[config.mk]
export PLATFORM = sky130hd
export DESIGN_NAME = cftmb_bank
export DESIGN_NICKNAME = d
export VERILOG_FILES = /design/src/pkg/cftmb_pkg.sv /design/src/rtl/cftmb_bank.sv
export SDC_FILE = /design/constraint.sdc
export NUM_CORES = 2
export LEC_CHECK = 0
export BUFFER_PORTS_ARGS = -buffer_cell sky130_fd_sc_hd__buf_2
export CORE_MARGIN = 1
export CORE_UTILIZATION = 32
export DETAILED_ROUTE_END_ITERATION = 6
export PLACE_DENSITY_LB_ADDON = 0.12
export SKIP_CTS_REPAIR_TIMING = 1
export SLEW_MARGIN = 0
export SYNTH_ARGS = -nofsm -noshare
export SYNTH_HDL_FRONTEND = slang
export SYNTH_SLANG_ARGS = --single-unit
[constraint.sdc]
create_clock -name aclk -period 3.3 [get_ports aclk]
set_input_delay 0.165 -clock aclk [delete_from_list [all_inputs] [get_ports aclk]]
set_output_delay 0.165 -clock aclk [all_outputs]
set_load 0.02 [all_outputs]
[src/pkg/cftmb_pkg.sv]
// How it works
// RULE_01 - Setting boost-off bit disables boost and clears dynamic acceleration capability.
// RULE_02 - Boost-off bit clear on capable part reports boost enabled.
// RULE_03 - Boost-off bit resets to 1 when boost hardware exists, else 0.
// RULE_04 - Thermal target bits 23:16 read back the fixed default temperature.
// RULE_05 - Overheat and throttle start at default target plus offset.
// RULE_06 - Thermal target bits 29:24 hold a writable offset in degrees.
// RULE_07 - Boost ratio ceiling holds eight byte fields, one per active core count.
// RULE_08 - Feature bits 7, 11 and 12 are read-only status.
// RULE_09 - Feature bits 0,3,16,18,22,23,34 are software read/write controls.
// RULE_10 - Two independent read/write uncore response selects at consecutive indices.
// RULE_11 - Thermal irq control and monitor status are read/write, consecutive.
// RULE_12 - Clock duty modulation sits just below thermal irq control, read/write.
// RULE_13 - Reserved bits read zero and writes to them are dropped.
`default_nettype none
package cftmb_pkg;
	// Register indices; byte address of low word is four times the index
	localparam logic [12:0] IDX_DUTY_MOD = 13'h019A;
	localparam logic [12:0] IDX_IRQ_CTL = 13'h019B;
	localparam logic [12:0] IDX_THERM_STAT = 13'h019C;
	localparam logic [12:0] IDX_MISC_EN = 13'h01A0;
	localparam logic [12:0] IDX_HOT_TARGET = 13'h01A2;
	localparam logic [12:0] IDX_RSP_SEL0 = 13'h01A6;
	localparam logic [12:0] IDX_RSP_SEL1 = 13'h01A7;
	localparam logic [12:0] IDX_RATIO_CEIL = 13'h01AD;
	// Upper 32 bits of each register are mirrored at this byte offset
	localparam logic [12:0] HI_BASE = 13'h1000;
	localparam int ADDR_W = 13;

	localparam logic [2:0] SLOT_DUTY = 3'h0;
	localparam logic [2:0] SLOT_IRQ = 3'h1;
	localparam logic [2:0] SLOT_STAT = 3'h2;
	localparam logic [2:0] SLOT_MISC = 3'h3;
	localparam logic [2:0] SLOT_TARGET = 3'h4;
	localparam logic [2:0] SLOT_RSP0 = 3'h5;
	localparam logic [2:0] SLOT_RSP1 = 3'h6;
	localparam logic [2:0] SLOT_RATIO = 3'h7;
	localparam int SLOTS = 8;

	// Feature-enable bit positions
	localparam int MISC_FAST_STR = 0;
	localparam int MISC_AUTO_THERM = 3;
	localparam int MISC_PERF_AVAIL = 7;
	localparam int MISC_BTS_UNAVAIL = 11;
	localparam int MISC_PEBS_UNAVAIL = 12;
	localparam int MISC_SPEED_STEP = 16;
	localparam int MISC_MON_FSM = 18;
	localparam int MISC_LEAF_LIMIT = 22;
	localparam int MISC_TPR_OFF = 23;
	localparam int MISC_XD_OFF = 34;
	localparam int MISC_BOOST_OFF = 38;
	localparam logic [63:0] MISC_RW_MASK = 64'h0000_0044_00C5_0009;

	// Thermal target fields
	localparam int TGT_LSB = 16;
	localparam int OFS_LSB = 24;
	localparam int OFS_W = 6;
	localparam logic [63:0] TARGET_RW_MASK = 64'h0000_0000_3F00_0000;
	localparam logic [63:0] ALL_RW_MASK = 64'hFFFF_FFFF_FFFF_FFFF;

	localparam logic [1:0] RESP_OKAY = 2'h0;
	localparam logic [1:0] RESP_SLVERR = 2'h2;

	typedef struct packed {
		logic hit;
		logic hi;
		logic [2:0] slot;
	} cftmb_dec_t;

	typedef struct packed {
		logic fast_strings;
		logic auto_thermal;
		logic speed_step;
		logic monitor_state_machine_enable;
		logic max_leaf_limit;
		logic task_priority_message_off;
		logic execute_disable_off;
		logic boost_off;
	} cftmb_ctl_t;
endpackage
`default_nettype wire

[src/rtl/cftmb_bank.sv]
`default_nettype none
module cftmb_bank #(
	parameter logic [7:0] DEFAULT_TARGET = 8'h64,
	parameter logic BOOST_HW = 1'b1,
	parameter logic PERFMON_AVAIL = 1'b1,
	parameter logic BTS_UNAVAIL = 1'b0,
	parameter logic PEBS_UNAVAIL = 1'b0
) (
	// Clock and reset
	input wire logic aclk,
	input wire logic aresetn,
	// AXI4-Lite write address and data
	input wire logic awvalid,
	output logic awready,
	input wire logic [cftmb_pkg::ADDR_W-1:0] awaddr,
	input wire logic [2:0] awprot,
	input wire logic wvalid,
	output logic wready,
	input wire logic [31:0] wdata,
	input wire logic [3:0] wstrb,
	// AXI4-Lite write response
	output logic bvalid,
	input wire logic bready,
	output logic [1:0] bresp,
	// AXI4-Lite read
	input wire logic arvalid,
	output logic arready,
	input wire logic [cftmb_pkg::ADDR_W-1:0] araddr,
	input wire logic [2:0] arprot,
	output logic rvalid,
	input wire logic rready,
	output logic [31:0] rdata,
	output logic [1:0] rresp,
	// Thermal sensor reading, asynchronous
	input wire logic [7:0] core_temp,
	// Block outputs
	output cftmb_pkg::cftmb_ctl_t feature_ctl,
	output logic dynamic_accel_capability,
	output logic overheat_signal,
	output logic throttle,
	output logic [63:0] boost_ratio_ceiling
);
	import cftmb_pkg::*;

	if (DEFAULT_TARGET == 8'h00) begin : g_chk
		$error("DEFAULT_TARGET must be a nonzero temperature");
	end

	// The high-word window must sit above every low-word address
	if (HI_BASE <= {IDX_RATIO_CEIL[ADDR_W-3:0], 2'h0}) begin : g_win
		$error("high-word window overlaps the low-word map");
	end

	logic [63:0] regs_q [SLOTS];
	logic [63:0] regs_d [SLOTS];
	logic aw_full_q, aw_full_d, w_full_q, w_full_d;
	logic [ADDR_W-1:0] aw_addr_q, aw_addr_d;
	logic [31:0] w_data_q, w_data_d;
	logic [3:0] w_strb_q, w_strb_d;
	logic bvalid_q, bvalid_d, arready_q, arready_d, rvalid_q, rvalid_d;
	logic [1:0] bresp_q, bresp_d, rresp_q, rresp_d;
	logic [31:0] rdata_q, rdata_d;
	logic [7:0] t1_q, t2_q, t3_q, temp_q, temp_d;
	logic [7:0] t1_d, t2_d, t3_d;
	logic awready_q, awready_d, wready_q, wready_d;
	logic hot_q, hot_d, accel_q, accel_d;

	function automatic cftmb_dec_t decode(input logic [ADDR_W-1:0] a);
		cftmb_dec_t r;
		logic [ADDR_W-1:0] idx;
		r.hi = (a >= HI_BASE);
		idx = r.hi ? (a - HI_BASE) >> 2 : a >> 2;
		r.hit = (a[1:0] == 2'h0);
		r.slot = SLOT_DUTY;
		case (idx)
			IDX_DUTY_MOD: r.slot = SLOT_DUTY; // RULE_12
			IDX_IRQ_CTL: r.slot = SLOT_IRQ; // RULE_11
			IDX_THERM_STAT: r.slot = SLOT_STAT; // RULE_11
			IDX_MISC_EN: r.slot = SLOT_MISC;
			IDX_HOT_TARGET: r.slot = SLOT_TARGET;
			IDX_RSP_SEL0: r.slot = SLOT_RSP0; // RULE_10
			IDX_RSP_SEL1: r.slot = SLOT_RSP1; // RULE_10
			IDX_RATIO_CEIL: r.slot = SLOT_RATIO; // RULE_07
			default: r.hit = 1'b0;
		endcase
		return r;
	endfunction

	function automatic logic [63:0] wmask(input logic [2:0] s);
		case (s)
			SLOT_MISC: return MISC_RW_MASK; // RULE_08 RULE_09 RULE_13
			SLOT_TARGET: return TARGET_RW_MASK; // RULE_06 RULE_13
			default: return ALL_RW_MASK;
		endcase
	endfunction

	// Read view adds the constant fields that never live in storage
	function automatic logic [63:0] rview(input logic [2:0] s,
		input logic [63:0] v);
		logic [63:0] r;
		r = v;
		if (s == SLOT_MISC) begin
			r[MISC_PERF_AVAIL] = PERFMON_AVAIL; // RULE_08
			r[MISC_BTS_UNAVAIL] = BTS_UNAVAIL; // RULE_08
			r[MISC_PEBS_UNAVAIL] = PEBS_UNAVAIL; // RULE_08
		end
		if (s == SLOT_TARGET) begin
			r[TGT_LSB +: 8] = DEFAULT_TARGET; // RULE_04
		end
		return r;
	endfunction

	cftmb_dec_t wdec, rdec;
	logic [63:0] cur, merged, rv;

	always_comb begin
		for (int i = 0; i < SLOTS; i++) begin
			regs_d[i] = regs_q[i];
		end
		aw_full_d = aw_full_q;
		aw_addr_d = aw_addr_q;
		w_full_d = w_full_q;
		w_data_d = w_data_q;
		w_strb_d = w_strb_q;
		bvalid_d = bvalid_q;
		bresp_d = bresp_q;
		wdec = decode(aw_addr_q);
		cur = regs_q[wdec.slot];
		merged = cur;

		if (awvalid && !aw_full_q) begin
			aw_full_d = 1'b1;
			aw_addr_d = awaddr;
		end
		if (wvalid && !w_full_q) begin
			w_full_d = 1'b1;
			w_data_d = wdata;
			w_strb_d = wstrb;
		end
		if (bvalid_q && bready) begin
			bvalid_d = 1'b0;
		end
		// Commit only once the previous response has been taken
		if (aw_full_q && w_full_q && !bvalid_q) begin
			for (int b = 0; b < 4; b++) begin
				if (w_strb_q[b]) begin
					if (wdec.hi) begin
						merged[32 + 8*b +: 8] = w_data_q[8*b +: 8];
					end else begin
						merged[8*b +: 8] = w_data_q[8*b +: 8];
					end
				end
			end
			if (wdec.hit) begin
				regs_d[wdec.slot] = merged & wmask(wdec.slot); // RULE_13
			end
			bresp_d = wdec.hit ? RESP_OKAY : RESP_SLVERR;
			bvalid_d = 1'b1;
			aw_full_d = 1'b0;
			w_full_d = 1'b0;
		end

		// Ready flags live in their own flops so the ports stay registered
		awready_d = !aw_full_d;
		wready_d = !w_full_d;
	end

	// Read channel: one read in flight, answered one edge after it is taken
	always_comb begin
		arready_d = arready_q;
		rvalid_d = rvalid_q;
		rresp_d = rresp_q;
		rdata_d = rdata_q;
		rdec = decode(araddr);
		rv = rview(rdec.slot, regs_q[rdec.slot]);
		if (rvalid_q && rready) begin
			rvalid_d = 1'b0;
			arready_d = 1'b1;
		end
		if (arvalid && arready_q) begin
			arready_d = 1'b0;
			rvalid_d = 1'b1;
			rresp_d = rdec.hit ? RESP_OKAY : RESP_SLVERR;
			if (!rdec.hit) begin
				rdata_d = 32'h0000_0000;
			end else if (rdec.hi) begin
				rdata_d = rv[63:32];
			end else begin
				rdata_d = rv[31:0];
			end
		end
	end

	// Thermal compare; the offset raises the trip point above default
	logic [8:0] trip;
	always_comb begin
		trip = {1'b0, DEFAULT_TARGET} +
			{3'h0, regs_q[SLOT_TARGET][OFS_LSB +: OFS_W]}; // RULE_05
		t1_d = core_temp;
		t2_d = t1_q;
		t3_d = t2_q;
		// Multi-bit sample is used only when two stages agree
		temp_d = (t2_q == t3_q) ? t3_q : temp_q;
		hot_d = ({1'b0, temp_q} >= trip); // RULE_05
		accel_d = BOOST_HW && !regs_q[SLOT_MISC][MISC_BOOST_OFF]; // RULE_01 RULE_02
	end

	// Register storage
	always_ff @(posedge aclk) begin
		if (!aresetn) begin
			for (int i = 0; i < SLOTS; i++) begin
				regs_q[i] <= 64'h0000_0000_0000_0000;
			end
			// Firmware reads this bit after power-on to learn if boost exists
			regs_q[SLOT_MISC][MISC_BOOST_OFF] <= BOOST_HW; // RULE_03
		end else begin
			for (int i = 0; i < SLOTS; i++) begin
				regs_q[i] <= regs_d[i];
			end
		end
	end

	// Write channel state
	always_ff @(posedge aclk) begin
		if (!aresetn) begin
			aw_full_q <= 1'b0;
			awready_q <= 1'b1;
			aw_addr_q <= '0;
			w_full_q <= 1'b0;
			wready_q <= 1'b1;
			w_data_q <= 32'h0000_0000;
			w_strb_q <= 4'h0;
			bvalid_q <= 1'b0;
			bresp_q <= RESP_OKAY;
		end else begin
			aw_full_q <= aw_full_d;
			awready_q <= awready_d;
			aw_addr_q <= aw_addr_d;
			w_full_q <= w_full_d;
			wready_q <= wready_d;
			w_data_q <= w_data_d;
			w_strb_q <= w_strb_d;
			bvalid_q <= bvalid_d;
			bresp_q <= bresp_d;
		end
	end

	// Read channel state
	always_ff @(posedge aclk) begin
		if (!aresetn) begin
			arready_q <= 1'b1;
			rvalid_q <= 1'b0;
			rresp_q <= RESP_OKAY;
			rdata_q <= 32'h0000_0000;
		end else begin
			arready_q <= arready_d;
			rvalid_q <= rvalid_d;
			rresp_q <= rresp_d;
			rdata_q <= rdata_d;
		end
	end

	// Temperature synchroniser, trip flag and capability flag
	always_ff @(posedge aclk) begin
		if (!aresetn) begin
			t1_q <= 8'h00;
			t2_q <= 8'h00;
			t3_q <= 8'h00;
			temp_q <= 8'h00;
			hot_q <= 1'b0;
			accel_q <= 1'b0;
		end else begin
			t1_q <= t1_d;
			t2_q <= t2_d;
			t3_q <= t3_d;
			temp_q <= temp_d;
			hot_q <= hot_d;
			accel_q <= accel_d;
		end
	end

	assign awready = awready_q;
	assign wready = wready_q;
	assign bvalid = bvalid_q;
	assign bresp = bresp_q;
	assign arready = arready_q;
	assign rvalid = rvalid_q;
	assign rresp = rresp_q;
	assign rdata = rdata_q;
	assign overheat_signal = hot_q; // RULE_05
	assign throttle = hot_q;
	assign dynamic_accel_capability = accel_q; // RULE_01 RULE_02
	assign boost_ratio_ceiling = regs_q[SLOT_RATIO]; // RULE_07
	assign feature_ctl = '{
		fast_strings: regs_q[SLOT_MISC][MISC_FAST_STR],
		auto_thermal: regs_q[SLOT_MISC][MISC_AUTO_THERM],
		speed_step: regs_q[SLOT_MISC][MISC_SPEED_STEP],
		monitor_state_machine_enable: regs_q[SLOT_MISC][MISC_MON_FSM],
		max_leaf_limit: regs_q[SLOT_MISC][MISC_LEAF_LIMIT],
		task_priority_message_off: regs_q[SLOT_MISC][MISC_TPR_OFF],
		execute_disable_off: regs_q[SLOT_MISC][MISC_XD_OFF],
		boost_off: regs_q[SLOT_MISC][MISC_BOOST_OFF]
	}; // RULE_09
endmodule
`default_nettype wire

After elaboration in Yosys (flattened, before gate mapping)
Memories as Yosys holds them, arrays and structs flattened.
Index checks and enable logic that the tools add are counted.
{ "classes": {"n_reduce_logical": 20, "n_addsub": 3, "n_bitwise": 13, "n_mux": 68, "n_eq_ne": 21, "magnitude_cmp": 5} }
{ "op_table": {"columns": ["op", "count"], "rows": [
  ["512-bit two-way mux", 2],
  ["64-bit two-way mux", 10],
  ["512-bit bitwise mux", 1],
  ["8-bit two-way mux", 25],
  ["64-bit demux with 3-bit select", 1],
  ["11-bit by 9-bit equality test with 1-bit output, second input constant", 16],
  ["64-bit case mux with 2 select lines", 1],
  ["64-bit bitwise AND", 1],
  ["32-bit two-way mux", 2],
  ["3-bit case mux with 7 select lines", 2],
  ["38-bit two-way mux", 1],
  ["13-bit >= comparator, second input constant", 2],
  ["13-bit subtractor, second input constant", 2],
  ["25-bit two-way mux", 1],
  ["11-bit two-way mux", 2],
  ["1-bit two-way mux", 17],
  ["8-bit OR reduction", 2],
  ["1-bit OR", 11],
  ["7-bit by 6-bit adder with 8-bit output, first input constant", 1],
  ["8-bit equality test", 1],
  ["8-bit >= comparator", 1],
  ["1-bit logical AND", 8],
  ["3-bit by 2-bit equality test with 1-bit output, second input constant", 2],
  ["3-bit equality test, second input constant", 2],
  ["7 further kinds", 16]
]} }
{ "word_totals": {"n_memories": 1, "elab_cells": 150, "ram_bits": 512, "input_bits": 83, "out_inout_bits": 116, "register_bits": 126} }
{ "memory_table": {"columns": ["name", "words", "width", "rd", "rd_ports_with_merged_regs", "wr", "line", "text"], "rows": [
  ["regs_q", 8, 64, 10, 0, 8, "cftmb_bank.sv:54", "logic [63:0] regs_q [SLOTS];"]
]} }

Depth between registers and ports, before layout
{ "depth": {"depth_word": 13, "depth_mapped": 12, "depth_no_buf": 9} }

Worst setup path before layout
Ideal clock, no wire load.
{ "synth_path": {"path_type": "reg2reg", "from": "reg aw_addr_q[5]", "to": "mem regs_q[0][27]", "t_required_ns": 3.160, "path_stages_with_launch": 9, "n_path_buf": 2, "setup_ns": 0.140, "arrival_time_ns": 2.074, "slack_ns": 1.086, "period_less_slack_ns": 2.214, "path_cell_list": "dfxtp_1 > buf_4 > nand4b_2 > or4_4 > o21ai_2 > clkbuf_1 > a32oi_1 > a31oi_1 > a211oi_1"} }
{ "synth_lines": {"columns": ["item", "line", "text"], "rows": [
  ["start: declaration", "cftmb_bank.sv:57", "logic [ADDR_W-1:0] aw_addr_q, aw_addr_d;"],
  ["start signal: assignment", "cftmb_bank.sv:238", "aw_addr_q <= aw_addr_d;"],
  ["end: declaration", "cftmb_bank.sv:54", null]
]} }

==> run summary <==
part of the power in the clock network - 52.0%
# H-tree levels - 3
Worst Setup Start Kind - flip-flop
worst hold path type - input pin to flip-flop
Post-route DRC - 0
combinational fraction of design power - 4.2%
CTS buffer count - 78
Worst EP required - 3.87 ns
total clock sinks - 632
Flop pwr share - 43.9%
chip height - 313 µm
Post-synth ARST share - 0%
initial antenna violation count - 5
fraction of layout cells with a size suffix above 1 - 14.6%
starting density of the core - 32.4%
crit path max fanout - 9
Routed WL - 140000 µm
GP Congestion - 0.859
largest net degree at the start of global routing - 158
leading register cell type out of synthesis - dfxtp_1
final setup violating endpoints - 0
DR vias - 31.2k
clk root buf - clkbuf_16
Crit. Startpoint - aw_addr_q[5]$_SDFFE_PN0P_
total power - 17.7 mW
distinct cell type count of the synthesized netlist - 91
Setup CP Type - flip-flop to flip-flop
std cell rows - 113
worst setup margin - 0.221 ns
Hold Vio Cnt, Final - 0
Max Clock Skew - 0.0225 ns
hold_sp - arvalid
drt wl/cell - 25.9 µm
GR peak layer - met2
met3 Use GR - 3.89%
DRT iter0 DRCs - 3290
Die X - 313 µm
RSZ-0062 raised after global routing - no
FF-to-FF Start - aw_addr_q[5]$_SDFFE_PN0P_
Tot GR Track Use - 27.8%
post-DR vias/cell - 5.76
Setup Slack @ Placement - 0.273 ns
worst slew pin tran - 1.05 ns
Core Area - 95300 µm²
Setup crit end kind - flip-flop
top cell type's share of synthesized area - 41.0%
Psw - 4.20 mW
Cell Pwr Density - 478 nW/µm²
cells after synthesis - 3920
relative slew slack - 29.6%
sequential-to-total area share from yosys stat - 41.0%
CP arrival - 3.65 ns
Syn Area/Cell - 7.87 µm²
Final Cycle Share - 93.3%
status - completed
global route overflow - 0
Yosys reg bits - 632
worst-case clock buffer depth - 3
Pint - 13.5 mW
Min Hold Slack - 0.207 ns
Fin Setup TNS - 0 ns
synth top area cells - dfxtp_1 (41%), nand2_1 (10%), a31oi_1 (4.6%), nand3_1 (4.5%), nor2_1 (4.5%)
switch share - 23.7%
leakage power - 13.6 nW
maximum clock frequency - 325 MHz
final slew viol count - 0
Cell Area, Placed - 33700 µm²
IO buf count - 190
yosys synthesis warning count - 0
CTS tree - built
top cells by count, synth - nand2_1 (853), dfxtp_1 (632), nor2_1 (370)
maximum VDD drop - 0.396 mV
minimum clock period - 3.08 ns
count leader, synth - nand2_1
met1 usage - 40.0%
final non-filler cell area - 37100 µm²
vias in the first global route - 28.6k
Clock Latency Late Sink - 0.65 ns
Post-synth EDFFs - 0
Die ar. - 97700 µm²
post-route antenna net violation count - 0
area grow syn2layout - 20.3%
Ports - 199
Reg clk slew, reported paths - 0.06 ns
# Max-Cap Violations - 0
global-route wire length before repair - 204000 µm
DR pass1 iterations - 5
Global Route met2 Usage - 42.7%
net count reported at finish - 4171
Detailed Place HPWL - 93300 µm
Syn Std Cell Area - 30900 µm²
leading area contributor after synthesis - dfxtp_1
## power groups by stage
stage | registers, mW | logic, mW | clock network, mW
after floorplan | 7.89 | 0.377 | 0
after global placement | 7.94 | 0.677 | 0
after detailed placement | 7.94 | 0.678 | 0
after CTS | 7.77 | 0.678 | 9.36
after global routing | 7.77 | 0.789 | 9.70
final | 7.77 | 0.742 | 9.21
## stage by stage
stage / utilization (%) / std cells
after CTS: 38.2 / 5342
after detailed placement: 35.4 / 5198
final: 38.9 / 5410
after global routing: 38.9 / 5408
after floorplan: - / 3921
after global placement: 35.4 / 5198
## per-layer routing
| layer | share of wire (%) | routed length (µm) | up-vias |
|---|---|---|---|
| li1 | - | - | 14449 |
| met1 | 46 | 64300 | 15163 |
| met2 | 44 | 61800 | 1322 |
| met3 | 7.1 | 9920 | 217 |
| met4 | 2.9 | 4070 | 2 |
| met5 | 0.0086 | 12 | - |
## placed cells by master (no fill, tap or decap), types with 12 or more instances in the layout
cell type and count:
a211oi_1 143, a21oi_1 71, a221oi_1 12, a311oi_1 14, a31o_2 20, a31oi_1 226, a32oi_1 107, and2_1 88
and3_1 67, buf_12 37, buf_2 189, buf_4 136, clkbuf_1 15, clkbuf_16 82, clkbuf_8 22, clkinv_2 14
dfxtp_1 632, dlygate4sd3_1 66, mux2i_1 119, nand2_1 853, nand2b_1 25, nand3_1 272, nand4_1 25, nor2_1 365
nor3_1 22, o211a_1 12, o211ai_1 16, o21ai_0 136, o21ai_1 78, o221ai_1 33, o31ai_1 26
## kinds of logic after synthesis
family / Yosys count / share of synthesized area, %
and+or+nand+nor: 1793 / 25.8
DFF: 632 / 41.0
buffers and inverters: 363 / 5.57
adders and majority gates: 9 / 0.365
other: 1 / 0.0122
AOI/OAI and AO/OA: 971 / 21.9
muxes: 138 / 4.96
xor gates and xnor gates: 13 / 0.369
## flip-flops by register name, summed over array words and instances, names as in the netlist
register                  count
wready                        1
w_data_q                     32
dynamic_accel_capability      1
bvalid                        1
t2_q                          8
temp_q                        8
rdata                        32
w_full_q                      1
bresp                         1
t3_q                          8
overheat_signal               1
awready                       1
w_strb_q                      4
rresp                         1
arready                       1
t1_q                          8
rvalid                        1
aw_full_q                     1
aw_addr_q                    13
regs_q                      508
## final cells by class
cell class / count / area, µm²
repair buffers: 429 / 3380
clock buffers: 119 / 2410
inverters: 12 / 52.6
flip-flops and latches: 632 / 12700
clock inverters: 25 / 323
diodes: 2 / 5.00
multi-input cells: 2926 / 16700
fillers: 9930 / 58200
well taps: 1265 / 1580
## final timing paths
check / end / slack, ns / cells after the start
hold / removal: arready$_SDFFE_PN1P_ / 0.21 / 4
setup / recovery: regs_q[2][15]$_SDFFE_PN0P_ / 0.22 / 8
setup reg to reg: regs_q[2][15]$_SDFFE_PN0P_ / 0.22 / 8
hold reg to reg: t2_q[0]$_SDFF_PN0_ / 0.42 / 1
## worst max-delay path, cell delays in order (launching register included)
cell and delay, ns:
dfxtp_1 0.53, nand4b_2 0.19, or4_4 0.56, o21a_2 0.17, nor3_4 0.26, nand2_1 0.49, buf_4 0.34, or2_1 0.30
o21ai_0 0.17
No activity file was read; power rests on OpenSTA's default activity.
